<file path="config.mk">
export PLATFORM = sky130hd
export DESIGN_NAME = sor_sync_output_router
export DESIGN_NICKNAME = d
export VERILOG_FILES = /design/src/design/sor_pkg.sv /design/src/design/sor_pulse_gen.sv /design/src/design/sor_sync_output_router.sv
export SDC_FILE = /design/constraint.sdc
export NUM_CORES = 1
export LEC_CHECK = 0
export BUFFER_PORTS_ARGS = -buffer_cell sky130_fd_sc_hd__buf_2
export CORE_UTILIZATION = 50
export CTS_CLUSTER_SIZE = 10
export DETAILED_ROUTE_END_ITERATION = 8
export GPL_ROUTABILITY_DRIVEN = 0
export PLACE_DENSITY = 0.79
export SYNTH_ARGS = -nofsm -noshare
export SYNTH_HDL_FRONTEND = slang
export SYNTH_SLANG_ARGS = --single-unit
</file>
<file path="constraint.sdc">
create_clock -name pclk -period 1.8 [get_ports pclk]
set_input_delay 0.45 -clock pclk [delete_from_list [all_inputs] [get_ports pclk]]
set_output_delay 0.45 -clock pclk [all_outputs]
set_load 0.01 [all_outputs]
</file>
<file path="src/design/sor_pkg.sv">
package sor_pkg;

  // ------------------------------------------------------------
  // Register map (byte addresses)
  // ------------------------------------------------------------
  localparam logic [11:0] SOR_ECL_CTRL_OFS = 12'h000;
  localparam logic [11:0] SOR_FRONT_CTRL_OFS = 12'h004;
  localparam logic [11:0] SOR_TTL_CTRL_OFS = 12'h008;
  localparam logic [11:0] SOR_SOURCE_USE_OFS = 12'h00c;
  localparam logic [11:0] SOR_STATUS_OFS = 12'h010;

  // ------------------------------------------------------------
  // Field positions
  // ------------------------------------------------------------
  localparam int SOR_ECL_EN_POS = 0;
  localparam int SOR_ECL_FEED_POS = 4;
  localparam int SOR_FRONT_EN_POS = 0;
  localparam int SOR_FRONT_FEED_POS = 4;
  localparam int SOR_TTL_EN_POS = 0;
  localparam int SOR_TTL_FEED_POS = 8;
  localparam int SOR_USE_ECL_POS = 0;
  localparam int SOR_USE_FRONT_POS = 4;
  localparam int SOR_USE_TTL_POS = 8;
  localparam int SOR_USE_EXTREF_POS = 16;
  localparam int SOR_ST_CONFLICT_POS = 0;
  localparam int SOR_ST_BUSY_POS = 1;
  localparam int SOR_ST_INIT_POS = 2;

  // ------------------------------------------------------------
  // Feed encodings
  // ------------------------------------------------------------
  typedef enum logic [1:0] {
    SOR_ECL_FROM_TRIG,
    SOR_ECL_FROM_FRONT,
    SOR_ECL_FROM_REF
  } sor_ecl_feed_t;

  typedef enum logic [2:0] {
    SOR_FR_ARM,
    SOR_FR_READY_TRIG,
    SOR_FR_PREARM,
    SOR_FR_REF,
    SOR_FR_TRIG
  } sor_front_feed_t;

  typedef enum logic [0:0] {
    SOR_TTL_ARM,
    SOR_TTL_READY
  } sor_ttl_feed_t;

  // ------------------------------------------------------------
  // Reset values and timing
  // ------------------------------------------------------------
  localparam sor_ecl_feed_t SOR_ECL0_FEED_RST = SOR_ECL_FROM_TRIG;
  localparam sor_ecl_feed_t SOR_ECL1_FEED_RST = SOR_ECL_FROM_FRONT;
  localparam sor_front_feed_t SOR_FRONT_FEED_RST = SOR_FR_TRIG;
  localparam sor_ttl_feed_t SOR_TTL_FEED_RST = SOR_TTL_ARM;
  localparam int SOR_CLK_HZ = 40000000;
  localparam int SOR_PULSE_NS = 25;
  localparam int SOR_PULSE_RAW = (SOR_PULSE_NS * (SOR_CLK_HZ / 1000000)) / 1000;
  localparam int SOR_PULSE_CYC = (SOR_PULSE_RAW < 1) ? 1 : SOR_PULSE_RAW;
  localparam logic [3:0] SOR_PULSE_LEN = 4'(SOR_PULSE_CYC);

  // ------------------------------------------------------------
  // Sequencer events
  // ------------------------------------------------------------
  typedef struct packed {
    logic initiate;
    logic arm_event;
    logic arm_delay_done;
    logic cycle_done;
    logic prearm_met;
    logic segment_switch;
    logic meas_done;
    logic convert;
    logic readout;
  } sor_seq_ev_t;

endpackage

</file>
<file path="src/design/sor_pulse_gen.sv">
`timescale 1ns/1ps
module sor_pulse_gen
  import sor_pkg::*;
(
  input wire logic pclk,
  input wire logic presetn,
  input wire logic fire,
  output logic pulse
);

  logic [3:0] count;

  always_ff @(posedge pclk or negedge presetn)
  begin
    if (!presetn)
      count <= 4'h0;
    else if (fire)
      count <= SOR_PULSE_LEN;
    else if (count != 4'h0)
      count <= count - 4'h1;
  end

  assign pulse = (count != 4'h0);

endmodule

</file>
<file path="src/design/sor_sync_output_router.sv">
// The APB register port and the register addresses were chosen for this implementation.
`timescale 1ns/1ps
module sor_sync_output_router
  import sor_pkg::*;
(
  input wire logic pclk,
  input wire logic presetn,
  input wire logic psel,
  input wire logic penable,
  input wire logic pwrite,
  input wire logic [11:0] paddr,
  input wire logic [31:0] pwdata,
  output logic [31:0] prdata,
  output logic pready,
  output logic pslverr,
  input wire sor_seq_ev_t seq_ev,
  input wire logic initiated,
  input wire logic multi_arm_cycle,
  input wire logic ref_clk_level,
  output logic front_out,
  output logic front_oe,
  output logic [1:0] ecl_sync_line,
  output logic [1:0] ecl_sync_line_oe,
  output logic [7:0] ttl_sync_line_n,
  output logic [7:0] ttl_sync_line_oe
);

  // ------------------------------------------------------------
  // Configuration state
  // ------------------------------------------------------------
  logic [1:0] ecl_en;
  sor_ecl_feed_t ecl_feed [2];
  logic front_en;
  sor_front_feed_t front_feed;
  logic [7:0] ttl_en;
  sor_ttl_feed_t ttl_feed;
  logic [1:0] ecl_as_source;
  logic front_as_arm_source;
  logic [7:0] ttl_as_source;
  logic ext_ref;
  logic conflict;
  logic refused;

  logic wr_acc;
  logic rd_acc;
  logic mapped;
  logic [31:0] wd;

  function automatic logic is_ecl_feed(input logic [1:0] v);
    is_ecl_feed = (v <= 2'(SOR_ECL_FROM_REF));
  endfunction

  function automatic logic is_front_feed(input logic [2:0] v);
    is_front_feed = (v <= 3'(SOR_FR_TRIG));
  endfunction

  assign wr_acc = psel && penable && pwrite;
  assign rd_acc = psel && penable && !pwrite;
  assign wd = pwdata;
  assign mapped = (paddr == SOR_ECL_CTRL_OFS) || (paddr == SOR_FRONT_CTRL_OFS) ||
                  (paddr == SOR_TTL_CTRL_OFS) || (paddr == SOR_SOURCE_USE_OFS) ||
                  (paddr == SOR_STATUS_OFS);

  // ------------------------------------------------------------
  // APB slave handshake
  // ------------------------------------------------------------
  always_ff @(posedge pclk or negedge presetn)
  begin
    if (!presetn)
    begin
      pready <= 1'b0;
      pslverr <= 1'b0;
    end
    else
    begin
      pready <= psel && !penable;
      pslverr <= psel && !penable && !mapped;
    end
  end

  logic take;
  assign take = wr_acc && pready && mapped;

  logic cfg_write_ok;
  assign cfg_write_ok = take && !initiated;

  // ------------------------------------------------------------
  // Source usage owned by other subsystems
  // ------------------------------------------------------------
  always_ff @(posedge pclk or negedge presetn)
  begin
    if (!presetn)
    begin
      ecl_as_source <= 2'h0;
      front_as_arm_source <= 1'b0;
      ttl_as_source <= 8'h00;
      ext_ref <= 1'b0;
    end
    else if (take && paddr == SOR_SOURCE_USE_OFS)
    begin
      ecl_as_source <= wd[SOR_USE_ECL_POS +: 2];
      front_as_arm_source <= wd[SOR_USE_FRONT_POS];
      ttl_as_source <= wd[SOR_USE_TTL_POS +: 8];
      ext_ref <= wd[SOR_USE_EXTREF_POS];
    end
  end

  // ------------------------------------------------------------
  // ECL configuration
  // ------------------------------------------------------------
  logic [1:0] ecl_req_en;
  logic [1:0] ecl_clash;
  assign ecl_req_en = wd[SOR_ECL_EN_POS +: 2];
  assign ecl_clash = ecl_req_en & ~ecl_en & ecl_as_source;

  always_ff @(posedge pclk or negedge presetn)
  begin
    if (!presetn)
    begin
      ecl_en <= 2'h0;
      ecl_feed[0] <= SOR_ECL0_FEED_RST;
      ecl_feed[1] <= SOR_ECL1_FEED_RST;
    end
    else if (cfg_write_ok && paddr == SOR_ECL_CTRL_OFS)
    begin
      for (int i = 0; i < 2; i++)
      begin
        if (!ecl_clash[i])
          ecl_en[i] <= ecl_req_en[i];
        if (is_ecl_feed(wd[SOR_ECL_FEED_POS + 4 * i +: 2]))
          ecl_feed[i] <= sor_ecl_feed_t'(wd[SOR_ECL_FEED_POS + 4 * i +: 2]);
      end
    end
  end

  // ------------------------------------------------------------
  // Front connector configuration
  // ------------------------------------------------------------
  logic front_clash;
  assign front_clash = wd[SOR_FRONT_EN_POS] && !front_en && front_as_arm_source;

  always_ff @(posedge pclk or negedge presetn)
  begin
    if (!presetn)
    begin
      front_en <= 1'b0;
      front_feed <= SOR_FRONT_FEED_RST;
    end
    else if (cfg_write_ok && paddr == SOR_FRONT_CTRL_OFS)
    begin
      if (!front_clash)
        front_en <= wd[SOR_FRONT_EN_POS];
      if (is_front_feed(wd[SOR_FRONT_FEED_POS +: 3]))
        front_feed <= sor_front_feed_t'(wd[SOR_FRONT_FEED_POS +: 3]);
    end
  end

  // ------------------------------------------------------------
  // TTL configuration
  // ------------------------------------------------------------
  logic [7:0] ttl_req_en;
  logic [7:0] ttl_clash;
  assign ttl_req_en = wd[SOR_TTL_EN_POS +: 8];
  assign ttl_clash = ttl_req_en & ~ttl_en & ttl_as_source;

  always_ff @(posedge pclk or negedge presetn)
  begin
    if (!presetn)
    begin
      ttl_en <= 8'h00;
      ttl_feed <= SOR_TTL_FEED_RST;
    end
    else if (cfg_write_ok && paddr == SOR_TTL_CTRL_OFS)
    begin
      ttl_en <= (ttl_req_en & ~ttl_clash) | (ttl_en & ttl_clash);
      ttl_feed <= sor_ttl_feed_t'(wd[SOR_TTL_FEED_POS]);
    end
  end

  // ------------------------------------------------------------
  // Error flags (sticky; set wins over clear-on-read)
  // ------------------------------------------------------------
  logic any_clash;
  logic cfg_addr;
  logic status_read;
  assign cfg_addr = (paddr == SOR_ECL_CTRL_OFS) || (paddr == SOR_FRONT_CTRL_OFS) ||
                    (paddr == SOR_TTL_CTRL_OFS);
  assign any_clash = !initiated && (
                     (paddr == SOR_ECL_CTRL_OFS && ecl_clash != 2'h0) ||
                     (paddr == SOR_FRONT_CTRL_OFS && front_clash) ||
                     (paddr == SOR_TTL_CTRL_OFS && ttl_clash != 8'h00));
  assign status_read = rd_acc && pready && paddr == SOR_STATUS_OFS;

  always_ff @(posedge pclk or negedge presetn)
  begin
    if (!presetn)
    begin
      conflict <= 1'b0;
      refused <= 1'b0;
    end
    else
    begin
      if (take && any_clash)
        conflict <= 1'b1;
      else if (status_read)
        conflict <= 1'b0;
      if (take && cfg_addr && initiated)
        refused <= 1'b1;
      else if (status_read)
        refused <= 1'b0;
    end
  end

  // ------------------------------------------------------------
  // Sequencer level tracking
  // ------------------------------------------------------------
  logic arm_low;
  logic rft_low;
  logic prearm_low;
  logic ready_low;

  always_ff @(posedge pclk or negedge presetn)
  begin
    if (!presetn)
    begin
      arm_low <= 1'b0;
      rft_low <= 1'b0;
      prearm_low <= 1'b0;
      ready_low <= 1'b0;
    end
    else
    begin
      // low from arm event to cycle done
      if (seq_ev.arm_event)
        arm_low <= 1'b1;
      else if (seq_ev.cycle_done)
        arm_low <= 1'b0;
      if (seq_ev.arm_delay_done)
        rft_low <= 1'b1;
      else if (seq_ev.cycle_done)
        rft_low <= 1'b0;
      // released by segment switch in a multi-arm cycle or initiation
      if (seq_ev.prearm_met)
        prearm_low <= 1'b1;
      else if (seq_ev.initiate || (multi_arm_cycle && seq_ev.segment_switch))
        prearm_low <= 1'b0;
      // low on initiation, high at segment switch in a multi-arm cycle or at measurement done
      if (seq_ev.initiate)
        ready_low <= 1'b1;
      else if (multi_arm_cycle && seq_ev.segment_switch)
        ready_low <= 1'b0;
      else if (seq_ev.meas_done)
        ready_low <= 1'b0;
    end
  end

  // ------------------------------------------------------------
  // Trigger pulse and reference edge
  // ------------------------------------------------------------
  logic trig_pulse;
  logic ref_q;
  logic ref_out;

  sor_pulse_gen sor_pulse_gen_i (
    .pclk(pclk),
    .presetn(presetn),
    .fire(seq_ev.convert || seq_ev.readout),
    .pulse(trig_pulse)
  );

  // Registered copy keeps the reference sampling free of glitches
  always_ff @(posedge pclk or negedge presetn)
  begin
    if (!presetn)
      ref_q <= 1'b0;
    else
      ref_q <= ref_clk_level;
  end

  // internal inverted so low on rising edge, external follows so low on falling edge
  assign ref_out = ext_ref ? ref_q : !ref_q;

  // ------------------------------------------------------------
  // Output drive
  // ------------------------------------------------------------
  logic next_front;
  always_comb
  begin
    case (front_feed)
      SOR_FR_ARM: next_front = !arm_low;
      SOR_FR_READY_TRIG: next_front = !rft_low;
      SOR_FR_PREARM: next_front = !prearm_low;
      SOR_FR_REF: next_front = ref_out;
      SOR_FR_TRIG: next_front = !trig_pulse;
      default: next_front = 1'b1;
    endcase
  end

  logic [1:0] next_ecl;
  logic [1:0] next_ecl_oe;
  always_comb
  begin
    for (int i = 0; i < 2; i++)
    begin
      next_ecl_oe[i] = ecl_en[i];
      case (ecl_feed[i])
        SOR_ECL_FROM_TRIG: next_ecl[i] = trig_pulse;
        SOR_ECL_FROM_FRONT:
        begin
          next_ecl[i] = !next_front;
          next_ecl_oe[i] = ecl_en[i] && front_en;
        end
        SOR_ECL_FROM_REF: next_ecl[i] = !ref_out;
        default: next_ecl[i] = 1'b0;
      endcase
    end
  end

  logic next_ttl;
  assign next_ttl = (ttl_feed == SOR_TTL_READY) ? !ready_low : !arm_low;

  always_ff @(posedge pclk or negedge presetn)
  begin
    if (!presetn)
    begin
      front_out <= 1'b1;
      front_oe <= 1'b0;
      ecl_sync_line <= 2'h0;
      ecl_sync_line_oe <= 2'h0;
      ttl_sync_line_n <= 8'hff;
      ttl_sync_line_oe <= 8'h00;
    end
    else
    begin
      front_out <= next_front;
      front_oe <= front_en;
      ecl_sync_line <= next_ecl;
      ecl_sync_line_oe <= next_ecl_oe;
      ttl_sync_line_n <= {8{next_ttl}};
      ttl_sync_line_oe <= ttl_en;
    end
  end

  // ------------------------------------------------------------
  // Read data
  // ------------------------------------------------------------
  always_ff @(posedge pclk or negedge presetn)
  begin
    if (!presetn)
      prdata <= 32'h0;
    else if (psel && !penable && !pwrite)
    begin
      prdata <= 32'h0;
      case (paddr)
        SOR_ECL_CTRL_OFS:
        begin
          prdata[SOR_ECL_EN_POS +: 2] <= ecl_en;
          prdata[SOR_ECL_FEED_POS +: 2] <= ecl_feed[0];
          prdata[SOR_ECL_FEED_POS + 4 +: 2] <= ecl_feed[1];
        end
        SOR_FRONT_CTRL_OFS:
        begin
          prdata[SOR_FRONT_EN_POS] <= front_en;
          prdata[SOR_FRONT_FEED_POS +: 3] <= front_feed;
        end
        SOR_TTL_CTRL_OFS:
        begin
          prdata[SOR_TTL_EN_POS +: 8] <= ttl_en;
          prdata[SOR_TTL_FEED_POS] <= ttl_feed;
        end
        SOR_SOURCE_USE_OFS:
        begin
          prdata[SOR_USE_ECL_POS +: 2] <= ecl_as_source;
          prdata[SOR_USE_FRONT_POS] <= front_as_arm_source;
          prdata[SOR_USE_TTL_POS +: 8] <= ttl_as_source;
          prdata[SOR_USE_EXTREF_POS] <= ext_ref;
        end
        SOR_STATUS_OFS:
        begin
          prdata[SOR_ST_CONFLICT_POS] <= conflict;
          prdata[SOR_ST_BUSY_POS] <= refused;
          prdata[SOR_ST_INIT_POS] <= initiated;
        end
        default: prdata <= 32'h0;
      endcase
    end
  end

endmodule

</file>
; Yosys cells after proc, flatten, opt, wreduce, memory -nomap -nowiden
; Cells that the tools add are included.
[classes]
n_lt_le_gt_ge = 3
eq_ne = 12
n_reduce_logical = 68
n_bitwise = 13
addsub = 1
n_mux = 31
[op_table]
columns = cell, n
row1 = 8-bit AND, 4
row2 = 1-bit logical AND, 27
row3 = 12-bit by 4-bit == test with 1-bit output (second input constant), 2
row4 = 1-bit 2-to-1 mux, 17
row5 = 8-bit inverter, 2
row6 = 2-bit nonzero test, 7
row7 = 1-bit logical NOT, 13
row8 = 12-bit by 3-bit == test with 1-bit output (second input constant), 1
row9 = 12-bit by 5-bit == test with 1-bit output (second input constant), 1
row10 = 12-bit logical NOT, 1
row11 = 1-bit one-hot mux with 3 select lines, 4
row12 = 2-bit AND reduction, 6
row13 = 1-bit one-hot mux with 5 select lines, 2
row14 = 1-bit logical OR, 8
row15 = 4-bit 2-to-1 mux, 2
row16 = 8-bit OR, 1
row17 = 1-bit one-hot mux with 4 select lines, 2
row18 = 8-bit nonzero test, 1
row19 = 7-bit 2-to-1 mux, 1
row20 = 3-bit by 2-bit == test with 1-bit output (second input constant), 2
row21 = 1-bit one-hot mux with 2 select lines, 3
row22 = 2-bit AND, 2
row23 = 2-bit by 1-bit == test with 1-bit output (second input constant), 2
row24 = 2-bit == test (second input constant), 2
row25 = other kinds (11), 15
[totals]
word_cells = 157
input_bits = 61
ff_bits = 76

; Depth between registers and ports, before layout
[depth]
ltp_word = 10
mapped_depth = 6
depth_no_buf = 6

; Modules after synthesis
; A second synthesis with hierarchy kept.
[hier_totals]
hier_cells = 313
hier_area_um2 = 3533.4
[by_module_without_submodules]
columns = mod, seq_area_each_um2, instances, cells_each, area_each_um2
row1 = sor_sync_output_router, 1806.7, 1, 293, 3319.4
row2 = sor_pulse_gen, 100.1, 1, 20, 214.0

; Worst setup path before layout
; No wires, ideal clock.
[synth_path]
path_kind = input -> register
startpoint = in paddr[9]
endpoint = reg ecl_as_source[1]
path_stages = 6
setup_ns = 0.125
t_arrival_ns = 2.256
path_slack_ns = -0.580
n_path_buf = 1
path_cell_list = or4_4 nor3_4 nand3_4 nor3_4 buf_6 mux2_2
[synth_between]
elab_chain_len = 7
elab_cells_between_ends = 11
cone_classes = eq/ne (4) / reduce/logical (7)
[synth_rtl]
columns = element, line
row1 = "start, declared", sor_sync_output_router.sv:11  ; input wire logic [11:0] paddr,
row2 = 12-bit by 3-bit == test with 1-bit output or 12-bit logical NOT (tied branches), sor_sync_output_router.sv:60  ; assign mapped = (paddr == SOR_ECL_CTRL_OFS) || (paddr == SOR_FRONT_CTRL_OFS) ||
row3 = 1-bit logical OR (2 in a row), sor_sync_output_router.sv:60
row4 = 1-bit logical OR (2 in a row), sor_sync_output_router.sv:61  ; (paddr == SOR_TTL_CTRL_OFS) || (paddr == SOR_SOURCE_USE_OFS) ||
row5 = 1-bit logical AND, sor_sync_output_router.sv:82  ; assign take = wr_acc && pready && mapped;
row6 = 1-bit logical AND *, sor_sync_output_router.sv:99  ; else if (take && paddr == SOR_SOURCE_USE_OFS)
row7 = "end signal, assigned", sor_sync_output_router.sv:101  ; ecl_as_source <= wd[SOR_USE_ECL_POS +: 2];
row8 = "end, declared", sor_sync_output_router.sv:37  ; logic [1:0] ecl_as_source;
; Every way passes the cells marked *; elsewhere a longest branch is shown, timed or not.
; A chain may end at the register's enable or synchronous reset.

==> impl_results.md <==
* Status: finished with violations
* Failing checks: DRC, setup timing
* Synth top area cells: dfrtp_1, buf_4, mux2_2
* Vias per inst at 5.479
* GRT Util Overall at 25.04%
* Clk buf depth at 2
* Initial antenna violation count at 0
* Core area at 0.006794 mm^2
* Initial detailed-routing violation count at 182
* RSZ-0062 raised after global routing: true
* # rows at 30
* Final WS setup at -0.1866 ns
* Crit-path cells: buf_6 -> or4_4 -> nand4bb_4 -> buf_6 -> nand4b_4 -> clkbuf_16 -> o22a_1
* Synth cell count leaders: dfrtp_1, nand2_1, nor2_1
* Most frequent cell after synthesis: dfrtp_1
* Post-synth EDFFs at 0
* Clock Skew at 0.008942 ns
* Post-DR wirelength/cell at 16.77 um
* Achievable Freq at 503.4 MHz
* Skew-Pair Late Insertion Delay at 0.35 ns
* CP Capture Type: flip-flop
* # setup viols final at 26
* Yosys top cell area share at 51.36%
* IO Port Bufs at 86
* Relative slew slack at 63.29%
* Reg2reg start: pready$_DFF_PN0_
* Die X at 85.77 um
* Initial cell density of the core at 51.64%
* Sequential area share after synthesis at 54.35%
* Tmin final at 1.987 ns
* FF+latch count, synth at 76
* Vias at 2986
* Nets at 507
* Clock sinks at 76
* Post-DRT Antenna Nets at 0
* R2r worst-path depth at 5
* Crit path DAT at 2.22 ns
* DP Cell Count at 517
* Hpwl dp at 6039 um
* Clk slew on worst S/H paths at 0.08 ns
* Die Y at 85.77 um
* Post-synthesis instance total at 322
* Worst setup SP type: input pin
* Largest net degree at the start of global routing at 77
* Ant. Diodes at 0
* Pwr/cell area at 770.1 mW/mm^2
* Die area at 0.007356 mm^2
* Syn avg cell area at 10.90 um^2
* Hold/Removal Path Class: input pin to async pin
* Critical path type: input pin to flip-flop
* # Max-Cap Violations at 0
* Share of layout cells above drive strength 1 at 41.43%
* Final non-filler cell total at 545
* Vias in the first global route at 2917
* First-pass GRT wire length at 13980 um
* Crit-path slowest cell: or4_4
* Synth Cell Area at 0.003508 mm^2
* Yosys cell types at 54
* Critical Path Fanout Max at 6
* Area grow syn2layout at 34.63%
* Top FF cell, synth: dfrtp_1
* Async SR Flop Fraction at 100.0%
* Total iterations of the first detailed-routing run at 8
* Final Hold Vio Count at 0
* Synth warn at 0
* WL final at 9140 um
* Critical path's most frequent cell: buf_6
* Worst EP required at 2.03 ns
* I/O pin total at 117
* CTS Buf Count at 9
* Slowest cell delay on critical path at 0.56 ns
* CTS tree: done
* Overflow after GRT at 0
* VDD IR max at 0.5112 mV
* Fin Setup TNS at -2.752 ns
* DRC violations left at 3
* CP startpoint: paddr[9]
* Dpl ws at -0.5936 ns
* Fin crit share at 110.4%
* Leakage at 2.401 nW
* Root Driver: clkbuf_8
* Post-synth top area cell: dfrtp_1
* H-tree depth at 3
* Slew Limit Fails at 0
* Measured slew at the worst slew-check pin at 0.5495 ns
layout make-up:
type	instances	area, um^2
fillers	478	2071
flip-flops and latches	76	1907
multi-input cells	224	1580
repair buffers	128	855.8
clock buffers	11	141.4
well taps	96	120.1
clock inverters	5	100.1
inverters	5	18.77
through the flow:
step / util [%] / instance area (um^2) / hold slack [ns] / total power, mW
final: 69.52 / 4723 / 0.1113 / 3.637
after global routing: 69.52 / 4723 / 0.1432 / 3.767
after CTS: 66.87 / 4543 / 0.1365 / 3.638
after detailed placement: 61.33 / 4167 / 0.4100 / 2.084
after global placement: 61.33 / 4167 / 0.4072 / 2.075
after floorplan: - / 3562 / 0.1544 / 1.946
metal layers:
layer	up-vias	global-route usage, %	wire [um]
met3	20	4.139	478
met5	-	0	0
met2	126	43.64	4799
met4	0	12.12	188
met1	1498	30.29	3674
li1	1342	-	-
critical path: cells and delay by family:
kind	cells	cell delay (ns)
and+or+nand+nor	3	1.08
buffers and inverters	3	0.48
AOI/OAI and AO/OA	1	0.20
final timing paths:
path / endpoint / slack (ns)
min in group pclk: ref_q$_DFF_PN0_ / 0.21
worst min-delay path: prdata[7]$_DFFE_PN0P_ / 0.11
worst max register to register: front_as_arm_source$_DFFE_PN0P_ / 0.23
worst min register to register: ttl_sync_line_oe[3]$_DFF_PN0_ / 0.43
max in group asynchronous: ecl_feed[0]$_DFFE_PN1P_ / 1.31
worst max-delay path: flip-flop / -0.19
where the power goes:
group          internal, mW  switching (mW)  total (mW)
Clock                 0.955           0.618        1.57
Combinational         0.122           0.184       0.305
Sequential             1.74          0.0183        1.76
kinds of logic (layout without fill, tap and decap cells):
| group | count (synthesis) | in the layout | share of synthesized area [%] |
|---|---|---|---|
| mux | 20 | 20 | 6.633 |
| buf+inv | 36 | 149 | 6.455 |
| fa+ha+maj | 2 | 2 | 0.7132 |
| xor+xnor | 4 | 4 | 0.9988 |
| flops | 76 | 76 | 54.35 |
| compound gates | 63 | 63 | 12.73 |
| other cells | 1 | 15 | 0.1069 |
| simple gates | 120 | 120 | 18.01 |
placed cells by master, fill, tap and decap left out, types with 3 or more instances in the layout:
| master | synthesis | final |
|---|---|---|
| buf_12 | 0 | 3 |
| dfrtp_1 | 72 | 72 |
| a21oi_1 | 5 | 4 |
| inv_1 | 5 | 5 |
| mux2_2 | 14 | 4 |
| o21ai_0 | 17 | 15 |
| o22ai_1 | 3 | 3 |
| bufinv_16 | 0 | 3 |
| o22a_1 | 15 | 15 |
| nand2b_1 | 5 | 5 |
| mux2i_1 | 3 | 3 |
| a32oi_1 | 4 | 3 |
| nand3_1 | 8 | 6 |
| nand3b_1 | 9 | 9 |
| dfstp_2 | 4 | 4 |
| buf_6 | 1 | 14 |
| nor2b_1 | 4 | 4 |
| conb_1 | 1 | 15 |
| clkbuf_8 | 0 | 10 |
| mux2_4 | 0 | 12 |
| buf_2 | 1 | 85 |
| nor2_1 | 34 | 31 |
| a22oi_1 | 3 | 3 |
| nand2_1 | 39 | 39 |
| xnor2_1 | 3 | 3 |
| buf_4 | 22 | 25 |
what timing repair did:
action,4_1_cts,5_1_grt
hold buffers,0,0
endpoints found under the setup margin,31,35
gates cloned,1,1
buffers inserted,5,7
pin swaps,2,11
gates resized for setup,15,32
Power figures use the tool's default switching activity.
